==> config.mk <==
export PLATFORM = sky130hd
export DESIGN_NAME = phy_cmd_read_cal_flat
export DESIGN_NICKNAME = d
export VERILOG_FILES = /design/src/include/phy_port_pkg.sv /design/src/include/phy_port_if.sv /design/src/hw/phy_cmd_read_cal.sv /design/src/flat_wrapper.sv
export SDC_FILE = /design/constraint.sdc
export NUM_CORES = 1
export LEC_CHECK = 0
export ABC_AREA = 1
export CAP_MARGIN = 20
export CORE_MARGIN = 8
export CORE_UTILIZATION = 55
export DETAILED_ROUTE_END_ITERATION = 8
export DONT_BUFFER_PORTS = 1
export PLACE_DENSITY_LB_ADDON = 0.25
export SLEW_MARGIN = 20
export SYNTH_ARGS = -nofsm -noshare
export SYNTH_HDL_FRONTEND = slang
export SYNTH_SLANG_ARGS = --single-unit
==> constraint.sdc <==
create_clock -name clk_i -period 1.5 [get_ports clk_i]
set_clock_uncertainty 0.1 [all_clocks]
set_input_delay 0.15 -clock clk_i [delete_from_list [all_inputs] [get_ports clk_i]]
set_output_delay 0.15 -clock clk_i [all_outputs]
set_load 0.03 [all_outputs]
==> src/include/phy_port_pkg.sv <==
package phy_port_pkg;
   // memory geometry; defaults chosen for a plain x8 device
   localparam int MEMORY_DATA_WIDTH   = 8;
   localparam int RATE_RATIO          = 4;
   localparam int PHASES              = RATE_RATIO / 2;
   localparam int ROW_ADDRESS_WIDTH   = 13;
   localparam int BANK_ADDRESS_WIDTH  = 3;
   localparam int CHIP_SELECT_COUNT   = 1;
   localparam int STROBE_GROUP_COUNT  = 1;
   localparam int CLOCK_PAIR_COUNT    = 1;
   localparam int LATENCY_FIELD_WIDTH = 5;
   localparam int WRITE_LAT_WIDTH     = 5;
   localparam int RDATA_WIDTH   = MEMORY_DATA_WIDTH * RATE_RATIO;
   localparam int PHASE_WIDTH   = MEMORY_DATA_WIDTH * PHASES;
   localparam int CS_PH_WIDTH   = CHIP_SELECT_COUNT * PHASES;
   localparam int DRD_WIDTH     = STROBE_GROUP_COUNT * PHASES;
   localparam int LANE_WIDTH    = STROBE_GROUP_COUNT * CHIP_SELECT_COUNT;

   // timing
   localparam int CLK_PERIOD_NS  = 20;
   localparam int CAL_SETTLE_NS  = 1000;
   localparam int CAL_SETTLE_CYC =
      (CAL_SETTLE_NS + CLK_PERIOD_NS - 1) / CLK_PERIOD_NS;
   localparam int CAL_TIMEOUT_CYC = 31;
   localparam int RD_WINDOW_CYC   = 8;

   // command codes {ras_n, cas_n, we_n}
   localparam logic [2:0] CMD_NOP   = 3'h7;
   localparam logic [2:0] CMD_READ  = 3'h5;

   typedef enum logic [1:0] {
      CAL_SETTLE = 2'b00,
      CAL_PROBE  = 2'b01,
      CAL_WAIT   = 2'b10,
      CAL_DONE   = 2'b11
   } cal_state_t;
endpackage

==> src/include/phy_port_if.sv <==
`timescale 1ns/10ps
interface phy_port_if;
   import phy_port_pkg::*;
   logic [RDATA_WIDTH-1:0]         rdata;
   logic [PHASES-1:0]              rdata_valid;
   logic                           rdata_ready;
   logic [LATENCY_FIELD_WIDTH-1:0] rlat;
   logic [WRITE_LAT_WIDTH-1:0]     wlat;
   logic [DRD_WIDTH-1:0]           doing_rd;
   logic [ROW_ADDRESS_WIDTH*PHASES-1:0]  addr;
   logic [BANK_ADDRESS_WIDTH*PHASES-1:0] ba;
   logic [CS_PH_WIDTH-1:0]         cke;
   logic [CS_PH_WIDTH-1:0]         cs_n;
   logic [CS_PH_WIDTH-1:0]         odt;
   logic [PHASES-1:0]              ras_n;
   logic [PHASES-1:0]              cas_n;
   logic [PHASES-1:0]              we_n;
   logic [PHASES-1:0]              rst_n;
   logic [CLOCK_PAIR_COUNT-1:0]    mem_clk_disable;
   logic                           cal_success;
   logic                           cal_fail;
   logic                           cal_req;
   logic [LANE_WIDTH-1:0]          cal_byte_lane_sel_n;

   modport phy (
      output rdata, rdata_valid, rlat, wlat, cal_success, cal_fail,
      input  rdata_ready, doing_rd, addr, ba, cke, cs_n, odt,
      input  ras_n, cas_n, we_n, rst_n, mem_clk_disable,
      input  cal_req, cal_byte_lane_sel_n
   );
   modport ctl (
      input  rdata, rdata_valid, rlat, wlat, cal_success, cal_fail,
      output rdata_ready, doing_rd, addr, ba, cke, cs_n, odt,
      output ras_n, cas_n, we_n, rst_n, mem_clk_disable,
      output cal_req, cal_byte_lane_sel_n
   );
endinterface

==> src/hw/phy_cmd_read_cal.sv <==
`timescale 1ns/10ps
module phy_cmd_read_cal
   import phy_port_pkg::*;
(
   // clock and reset
   input  wire logic                       clk_i,
   input  wire logic                       rst_i,
   // controller side
   phy_port_if.phy                         ctl,
   // memory pins: command
   output logic [ROW_ADDRESS_WIDTH*PHASES-1:0]  mem_addr_o,
   output logic [BANK_ADDRESS_WIDTH*PHASES-1:0] mem_ba_o,
   output logic [CS_PH_WIDTH-1:0]          mem_cke_o,
   output logic [CS_PH_WIDTH-1:0]          mem_cs_n_o,
   output logic [CS_PH_WIDTH-1:0]          mem_odt_o,
   output logic [PHASES-1:0]               mem_ras_n_o,
   output logic [PHASES-1:0]               mem_cas_n_o,
   output logic [PHASES-1:0]               mem_we_n_o,
   output logic [PHASES-1:0]               mem_rst_n_o,
   output logic [CLOCK_PAIR_COUNT-1:0]     mem_clk_en_o,
   // memory pins: read capture
   input  wire logic [RDATA_WIDTH-1:0]     mem_rdata_i,
   input  wire logic [PHASES-1:0]          mem_dqs_i,
   output logic                            rd_accept_o
);

   cal_state_t                     state_q;
   logic [7:0]                     cnt_q;
   logic [RDATA_WIDTH-1:0]         rdata_s1_q;
   logic [RDATA_WIDTH-1:0]         rdata_s2_q;
   logic [PHASES-1:0]              dqs_s1_q;
   logic [PHASES-1:0]              dqs_s2_q;
   logic [3:0]                     win_q;
   logic [LATENCY_FIELD_WIDTH-1:0] lat_cnt_q;
   logic                           lat_armed_q;
   logic [LATENCY_FIELD_WIDTH-1:0] rlat_q;
   logic [WRITE_LAT_WIDTH-1:0]     wlat_q;
   logic                           success_q;
   logic                           fail_q;
   logic                           probe;
   logic                           read_start;
   logic                           in_valid;
   logic                           push;
   logic                           pop;
   logic [RDATA_WIDTH-1:0]         head_q;
   logic [PHASES-1:0]              head_ph_q;
   logic [RDATA_WIDTH-1:0]         spare_q;
   logic [PHASES-1:0]              spare_ph_q;
   logic                           spare_v_q;

   assign probe      = (state_q == CAL_PROBE);
   assign read_start = probe || (success_q && (|ctl.doing_rd));
   assign in_valid   = (win_q != 4'h0) && (|dqs_s2_q);
   assign push       = in_valid && !spare_v_q;
   assign pop        = (|head_ph_q) && ctl.rdata_ready;

   // capture synchronisers; the first stage feeds only the second
   always_ff @(posedge clk_i) begin
      if (rst_i) begin
         rdata_s1_q <= '0;
         rdata_s2_q <= '0;
         dqs_s1_q   <= '0;
         dqs_s2_q   <= '0;
      end else begin
         rdata_s1_q <= mem_rdata_i;
         rdata_s2_q <= rdata_s1_q;
         dqs_s1_q   <= mem_dqs_i;
         dqs_s2_q   <= dqs_s1_q;
      end
   end

   // calibration sequencer
   always_ff @(posedge clk_i) begin
      if (rst_i) begin
         state_q <= CAL_SETTLE;
         cnt_q   <= 8'h00;
      end else begin
         unique case (state_q)
            CAL_SETTLE: begin
               if (cnt_q == 8'(CAL_SETTLE_CYC - 1)) begin
                  state_q <= CAL_PROBE;
                  cnt_q   <= 8'h00;
               end else begin
                  cnt_q <= cnt_q + 8'h01;
               end
            end
            CAL_PROBE: begin
               state_q <= CAL_WAIT;
               cnt_q   <= 8'h00;
            end
            CAL_WAIT: begin
               if (in_valid || cnt_q == 8'(CAL_TIMEOUT_CYC)) begin
                  state_q <= CAL_DONE;
               end else begin
                  cnt_q <= cnt_q + 8'h01;
               end
            end
            CAL_DONE: begin
               state_q <= CAL_DONE;
            end
         endcase
      end
   end

   // status flags; both are final until reset
   always_ff @(posedge clk_i) begin
      if (rst_i) begin
         success_q <= 1'b0;
         fail_q    <= 1'b0;
      end else if (state_q == CAL_WAIT) begin
         if (in_valid) begin
            success_q <= 1'b1;
         end else if (cnt_q == 8'(CAL_TIMEOUT_CYC)) begin
            fail_q <= 1'b1;
         end
      end
   end

   // capture window after each read, held open through CAL_WAIT; a late strobe after a controller read is discarded
   always_ff @(posedge clk_i) begin
      if (rst_i) begin
         win_q <= 4'h0;
      end else if (read_start) begin
         win_q <= 4'(RD_WINDOW_CYC);
      end else if (state_q == CAL_WAIT) begin
         win_q <= 4'h1;
      end else if (win_q != 4'h0 && !in_valid) begin
         win_q <= win_q - 4'h1;
      end
   end

   always_ff @(posedge clk_i) begin
      if (rst_i) begin
         lat_cnt_q   <= '0;
         lat_armed_q <= 1'b0;
         rlat_q      <= '0;
      end else if (read_start) begin
         lat_cnt_q   <= LATENCY_FIELD_WIDTH'(1);
         lat_armed_q <= 1'b1;
      end else if (lat_armed_q) begin
         if (in_valid) begin
            rlat_q      <= lat_cnt_q;
            lat_armed_q <= 1'b0;
         end else if (lat_cnt_q != '1) begin
            lat_cnt_q <= lat_cnt_q + LATENCY_FIELD_WIDTH'(1);
         end
      end
   end

   always_ff @(posedge clk_i) begin
      if (rst_i) begin
         wlat_q <= '0;
      end else if (state_q == CAL_WAIT && in_valid) begin
         wlat_q <= WRITE_LAT_WIDTH'(lat_cnt_q);
      end
   end

   // two-entry read buffer: head drives the bus, spare absorbs a stall
   always_ff @(posedge clk_i) begin
      if (rst_i) begin
         head_q     <= '0;
         head_ph_q  <= '0;
         spare_q    <= '0;
         spare_ph_q <= '0;
         spare_v_q  <= 1'b0;
      end else if (pop || !(|head_ph_q)) begin
         if (spare_v_q) begin
            head_q     <= spare_q;
            head_ph_q  <= spare_ph_q;
            spare_q    <= rdata_s2_q;
            spare_ph_q <= dqs_s2_q;
            spare_v_q  <= in_valid;
         end else begin
            head_q     <= rdata_s2_q;
            head_ph_q  <= push ? dqs_s2_q : '0;
         end
      end else if (push) begin
         spare_q    <= rdata_s2_q;
         spare_ph_q <= dqs_s2_q;
         spare_v_q  <= 1'b1;
      end
   end

   assign ctl.rdata       = head_q;
   assign ctl.rdata_valid = head_ph_q;
   assign ctl.rlat        = rlat_q;
   assign ctl.wlat        = wlat_q;
   assign ctl.cal_success = success_q;
   assign ctl.cal_fail    = fail_q;

   always_ff @(posedge clk_i) begin
      if (rst_i) begin
         rd_accept_o <= 1'b0;
      end else begin
         rd_accept_o <= !(spare_v_q || push);
      end
   end

   // command pins; probe read during calibration, controller only after success
   // lane select left unused
   always_ff @(posedge clk_i) begin
      if (rst_i) begin
         mem_addr_o  <= '0;
         mem_ba_o    <= '0;
         mem_cke_o   <= '0;
         mem_cs_n_o  <= '1;
         mem_odt_o   <= '0;
         mem_ras_n_o <= '1;
         mem_cas_n_o <= '1;
         mem_we_n_o  <= '1;
         mem_rst_n_o <= '0;
      end else if (!success_q) begin
         mem_addr_o  <= '0;
         mem_ba_o    <= '0;
         mem_cke_o   <= '1;
         mem_cs_n_o  <= probe ? '0 : '1;
         mem_odt_o   <= '0;
         mem_ras_n_o <= '1;
         mem_cas_n_o <= probe ? '0 : '1;
         mem_we_n_o  <= '1;
         mem_rst_n_o <= '1;
      end else begin
         mem_addr_o  <= ctl.addr;
         mem_ba_o    <= ctl.ba;
         mem_cke_o   <= ctl.cke;
         mem_cs_n_o  <= ctl.cs_n;
         mem_odt_o   <= ctl.odt;
         mem_ras_n_o <= ctl.ras_n;
         mem_cas_n_o <= ctl.cas_n;
         mem_we_n_o  <= ctl.we_n;
         mem_rst_n_o <= ctl.rst_n;
      end
   end

   always_ff @(posedge clk_i) begin
      if (rst_i) begin
         mem_clk_en_o <= '0;
      end else begin
         mem_clk_en_o <= ~ctl.mem_clk_disable;
      end
   end

endmodule // phy_cmd_read_cal

==> src/flat_wrapper.sv <==
// flat-port wrapper written by rule: the top's interface ports become plain ports
module phy_cmd_read_cal_flat import phy_port_pkg::*;
  (clk_i, rst_i, mem_addr_o, mem_ba_o, mem_cke_o, mem_cs_n_o, mem_odt_o, mem_ras_n_o, mem_cas_n_o, mem_we_n_o, mem_rst_n_o, mem_clk_en_o, mem_rdata_i, mem_dqs_i, rd_accept_o, ctl_rdata, ctl_rdata_valid, ctl_rlat, ctl_wlat, ctl_cal_success, ctl_cal_fail, ctl_rdata_ready, ctl_doing_rd, ctl_addr, ctl_ba, ctl_cke, ctl_cs_n, ctl_odt, ctl_ras_n, ctl_cas_n, ctl_we_n, ctl_rst_n, ctl_mem_clk_disable, ctl_cal_req, ctl_cal_byte_lane_sel_n);
  phy_port_if ctl_i ();
  input  wire logic clk_i;
  input  wire logic rst_i;
  output logic [ROW_ADDRESS_WIDTH*PHASES-1:0] mem_addr_o;
  output logic [BANK_ADDRESS_WIDTH*PHASES-1:0] mem_ba_o;
  output logic [CS_PH_WIDTH-1:0] mem_cke_o;
  output logic [CS_PH_WIDTH-1:0] mem_cs_n_o;
  output logic [CS_PH_WIDTH-1:0] mem_odt_o;
  output logic [PHASES-1:0] mem_ras_n_o;
  output logic [PHASES-1:0] mem_cas_n_o;
  output logic [PHASES-1:0] mem_we_n_o;
  output logic [PHASES-1:0] mem_rst_n_o;
  output logic [CLOCK_PAIR_COUNT-1:0] mem_clk_en_o;
  input  wire logic [RDATA_WIDTH-1:0] mem_rdata_i;
  input  wire logic [PHASES-1:0] mem_dqs_i;
  output logic rd_accept_o;
  output wire logic [$bits(ctl_i.rdata)-1:0] ctl_rdata;
  output wire logic [$bits(ctl_i.rdata_valid)-1:0] ctl_rdata_valid;
  output wire logic [$bits(ctl_i.rlat)-1:0] ctl_rlat;
  output wire logic [$bits(ctl_i.wlat)-1:0] ctl_wlat;
  output wire logic [$bits(ctl_i.cal_success)-1:0] ctl_cal_success;
  output wire logic [$bits(ctl_i.cal_fail)-1:0] ctl_cal_fail;
  input wire logic [$bits(ctl_i.rdata_ready)-1:0] ctl_rdata_ready;
  input wire logic [$bits(ctl_i.doing_rd)-1:0] ctl_doing_rd;
  input wire logic [$bits(ctl_i.addr)-1:0] ctl_addr;
  input wire logic [$bits(ctl_i.ba)-1:0] ctl_ba;
  input wire logic [$bits(ctl_i.cke)-1:0] ctl_cke;
  input wire logic [$bits(ctl_i.cs_n)-1:0] ctl_cs_n;
  input wire logic [$bits(ctl_i.odt)-1:0] ctl_odt;
  input wire logic [$bits(ctl_i.ras_n)-1:0] ctl_ras_n;
  input wire logic [$bits(ctl_i.cas_n)-1:0] ctl_cas_n;
  input wire logic [$bits(ctl_i.we_n)-1:0] ctl_we_n;
  input wire logic [$bits(ctl_i.rst_n)-1:0] ctl_rst_n;
  input wire logic [$bits(ctl_i.mem_clk_disable)-1:0] ctl_mem_clk_disable;
  input wire logic [$bits(ctl_i.cal_req)-1:0] ctl_cal_req;
  input wire logic [$bits(ctl_i.cal_byte_lane_sel_n)-1:0] ctl_cal_byte_lane_sel_n;
  assign ctl_rdata = ctl_i.rdata;
  assign ctl_rdata_valid = ctl_i.rdata_valid;
  assign ctl_rlat = ctl_i.rlat;
  assign ctl_wlat = ctl_i.wlat;
  assign ctl_cal_success = ctl_i.cal_success;
  assign ctl_cal_fail = ctl_i.cal_fail;
  assign ctl_i.rdata_ready = ctl_rdata_ready;
  assign ctl_i.doing_rd = ctl_doing_rd;
  assign ctl_i.addr = ctl_addr;
  assign ctl_i.ba = ctl_ba;
  assign ctl_i.cke = ctl_cke;
  assign ctl_i.cs_n = ctl_cs_n;
  assign ctl_i.odt = ctl_odt;
  assign ctl_i.ras_n = ctl_ras_n;
  assign ctl_i.cas_n = ctl_cas_n;
  assign ctl_i.we_n = ctl_we_n;
  assign ctl_i.rst_n = ctl_rst_n;
  assign ctl_i.mem_clk_disable = ctl_mem_clk_disable;
  assign ctl_i.cal_req = ctl_cal_req;
  assign ctl_i.cal_byte_lane_sel_n = ctl_cal_byte_lane_sel_n;
  phy_cmd_read_cal u_core (.clk_i(clk_i), .rst_i(rst_i), .ctl(ctl_i), .mem_addr_o(mem_addr_o), .mem_ba_o(mem_ba_o), .mem_cke_o(mem_cke_o), .mem_cs_n_o(mem_cs_n_o), .mem_odt_o(mem_odt_o), .mem_ras_n_o(mem_ras_n_o), .mem_cas_n_o(mem_cas_n_o), .mem_we_n_o(mem_we_n_o), .mem_rst_n_o(mem_rst_n_o), .mem_clk_en_o(mem_clk_en_o), .mem_rdata_i(mem_rdata_i), .mem_dqs_i(mem_dqs_i), .rd_accept_o(rd_accept_o));
endmodule
==> impl_metrics.toml <==
[die]
die_w_um = 133.4
die_h_um = 133.4
rows = 43
start_util_pct = 55.50
ios = 182
die_area_um2 = 17800
core_um2 = 13670

[clocking]
clockBufferDepth = 3
h-tree-depth = 1
root_buffer = "clkbuf_16"
clkTransAtPathRegs_ns = 0.06
cts_buffers = 22
clk_latency_ns = 0.49
clock-sinks = 217
cts_tree = "done"

[critical_path]
critical_path.most_common_cell = "nand2_4"
rr_startpoint = "u_core.win_q[0]"
path_max_fanout = 6
worstSetupPathType = "reg2reg"
cp.arrival_ns = 1.92
crit_family = "buffers and inverters"
reg2regPathDepth = 10
timing.critical_path.from = "u_core.win_q[0]"
cp.required_ns = 1.79
worst-path-buf-inv = 3
cp_cell_sequence = "inv_2 > ha_4 > nand3_4 > nand2_4 > o21ai_4 > nand2_4 > buf_12 > clkbuf_16 > o21ai_2 > nor2_1"
startpoint_type = "register"
r2r_end = "u_core.spare_q[20]"
crit_cells = 10
cpPeakStageDelay_ns = 0.34
slowest_stage = "dfxtp_2"
end_kind = "register"
r2r_slack_ns = -0.14

[power_and_ir_drop]
pwr_density_cell_nw_per_um2 = 1451
p_clk_share_pct = 36.3
switching_share_pct = 27.90
pwr-share-seq_pct = 42.4
internal_power_w = 0.01125
p_leak_nw = 4.741
p_sw_w = 0.004354
p_comb_share_pct = 21.4
vdd_ir_drop_max_mv = 1.046

[detailed_routing]
drt_iter0_drc = 404
via_per_inst = 4.952
wl_um = 20770
post_drt_wl_per_cell_um = 15.82
drc = 0
final_antenna_net_count = 0
first_pass_iters = 4
route.vias.total = 6502

[timing]
holdWs_ns = 0.02915
worstMarginPinSlew_ns = 0.4490
hold_viol_final = 0
slew_headroom_pct = 70.03
final.period_utilization_pct = 109.2
clock.fmax_mhz = 610.6
setup-violations-final = 52
drv_slew = 0
timing.final.ws_setup_ns = -0.1377
rsz0062_at_grt = "yes"
fin_crit_ns = 1.638

[place]
dpl.cell_count = 1151
hpwl_um = 11470
io_buffers = 0
pre_cts_slack_ns = -0.1542
placed_area_um2 = 8238
gp_congestion = 0.8767

[worst_hold_path]
min-delay-start = "rst_i"
min_to = "u_core.mem_addr_o[0]"
hp-class = "in2reg"
min_path_cells = 3

[grt]
antenna_found_initial = 0
gr-usage-all-layers_pct = 22.08
grt_max_degree = 62
grt_pass1_wl_um = 32820
grt_pass1_vias = 6723
overflow = 0

[finish]
layout.nets = 1215
seqCellArea_um2 = 4363
design_area_um2 = 10760
final_cells = 1313
syn2layout_area_growth_pct = 41.80
drive_gt1_share_pct = 22.07
n_fill_cell = 897
antenna_cells = 0
multi_input_area_um2 = 2914

[yosys]
yosysSeqAreaShare_pct = 57.27
syn_inst = 939
synth_fp_nets = 1036
synth_area_um2 = 7585
synth_area_per_cell_um2 = 8.078
synth_seq_cells = 217
ys_warn_count = 0
synth.distinct_cells = 35

[run_status]
status = "finished, violations left"
violations = "setup timing"

[job]
drv_cap = 0
## power groups by stage
stage	clock network, W	logic [W]	registers (W)
after detailed placement	0	0.00227	0.00667
after CTS	0.00574	0.00291	0.00659
after global placement	0	0.00222	0.00666
after global routing	0.00600	0.00363	0.00666
after floorplan	0	0.00145	0.00672
final	0.00566	0.00333	0.00661
## flip-flops by register name, indices dropped and copies added, names as in the netlist, 4 cells and up
name	cells
u_core.cnt_q	8
u_core.ctl.rlat	5
u_core.ctl.wlat	5
u_core.rdata_s1_q	32
u_core.mem_addr_o	26
u_core.spare_q	32
u_core.win_q	4
u_core.ctl.rdata	32
u_core.mem_ba_o	6
u_core.lat_cnt_q	5
u_core.rdata_s2_q	32
## layer usage
| layer | up-vias | GRT usage (%) | part of all wire (%) |
|---|---|---|---|
| met1 | 3007 | 23.65 | 40 |
| met2 | 202 | 39.35 | 49 |
| met5 | - | 0 | 0 |
| met4 | 0 | 6.675 | 2.3 |
| li1 | 3257 | - | - |
| met3 | 36 | 8.396 | 8.4 |
## metrics by stage
| step | util (%) | total power, W | TNS [ns] |
|---|---|---|---|
| finish | 78.70 | 0.01561 | -4.049 |
| global route | 78.70 | 0.01628 | -7.397 |
| CTS | 76.48 | 0.01524 | -2.633 |
| detailed placement | 60.28 | 0.008938 | -6.371 |
| global placement | 60.28 | 0.008884 | -4.346 |
| floorplan | - | 0.008165 | 0 |
## worst max-delay path by stage
stage	slack, ns	to
after floorplan	0.002	u_core.spare_q[13]
after detailed placement	-0.15	u_core.spare_q[15]
after global placement	-0.12	u_core.cnt_q[7]
after CTS	-0.10	u_core.spare_q[20]
final	-0.14	u_core.spare_q[20]
after global routing	-0.20	u_core.cnt_q[1]
## layout by cell type, fill, tap and decap left out, types with 3 or more instances in the layout
master         instances
dfxtp_1              208
nor2_1               206
inv_1                128
nand2_1              110
dlygate4sd3_1         98
buf_4                 81
o21ai_0               33
o21ai_2               31
a31oi_1               30
clkbuf_16             25
a21oi_1               21
nand3_1               15
o21ai_1               13
inv_2                 12
nand2_2                9
nor2_4                 7
clkbuf_8               7
buf_6                  6
dfxtp_2                6
nand3_4                5
nand2_4                5
or2_2                  5
ha_4                   5
buf_12                 5
o21ai_4                4
nor2_2                 4
xor2_1                 4
nor3_1                 4
nand3_2                4
a21oi_2                3
nand4_1                3
clkbuf_1               3
clkinv_2               3
buf_16                 3
dfxtp_4                3
## repair_timing
| action | CTS | global route |
|---|---|---|
| hold buffers | 99 | 0 |
| cloned | 5 | 2 |
| buffers inserted | 7 | 10 |
| endpoints found under the setup margin | 59 | 74 |
| hold endpoints to repair | 198 | 0 |
| gates resized for setup | 76 | 66 |
| pin swaps | 7 | 14 |
## worst register-to-register path: cells and delay by family (launching register included)
| kind | cells | cell delay, ns |
|---|---|---|
| AOI/OAI and AO/OA | 2 | 0.25 |
| adders and majority gates | 1 | 0.16 |
| buffers and inverters | 3 | 0.40 |
| DFF | 1 | 0.34 |
| and+or+nand+nor | 4 | 0.29 |
## cell usage after synthesis, drive strengths merged
cell type,n,area (µm²)
ha,9,112.6
nand3b,1,7.510
clkbuf,19,73.82
dfxtp,217,4344
nor2,216,830.8
nand4,4,31.28
o21ai,81,412.9
buf,24,140.1
nor3,7,35.03
inv,141,531.8
nand3,24,140.1
clkinv,2,7.510
o211ai,1,7.510
nand2,124,488.0
a311oi,2,17.52
or2,6,37.54
a21oi,25,128.9
nor3b,2,15.01
xor2,4,35.03
a31oi,30,187.7
## final cells by class
cell class / count / area share [%]
clock inverters: 6 / 0.7678
clock buffers: 33 / 6.352
inverters: 143 / 5.305
repair buffers: 195 / 17.57
repair inverters: 2 / 0.2559
flip-flops and latches: 217 / 40.57
multi-input cells: 537 / 27.09
well taps: 180 / 2.094
## cell families (layout without fill, tap and decap cells)
kind of cell	Yosys count	after routing	synth area share [%]
flip-flops	217	217	57.27
buffers and inverters	186	379	9.931
AO/OA/AOI/OAI	139	139	9.947
XOR/XNOR	4	4	0.4618
adder cells (fa/ha/maj)	9	9	1.485
AND/OR/NAND/NOR	384	385	20.90
No activity file was read; power rests on OpenSTA's default activity.
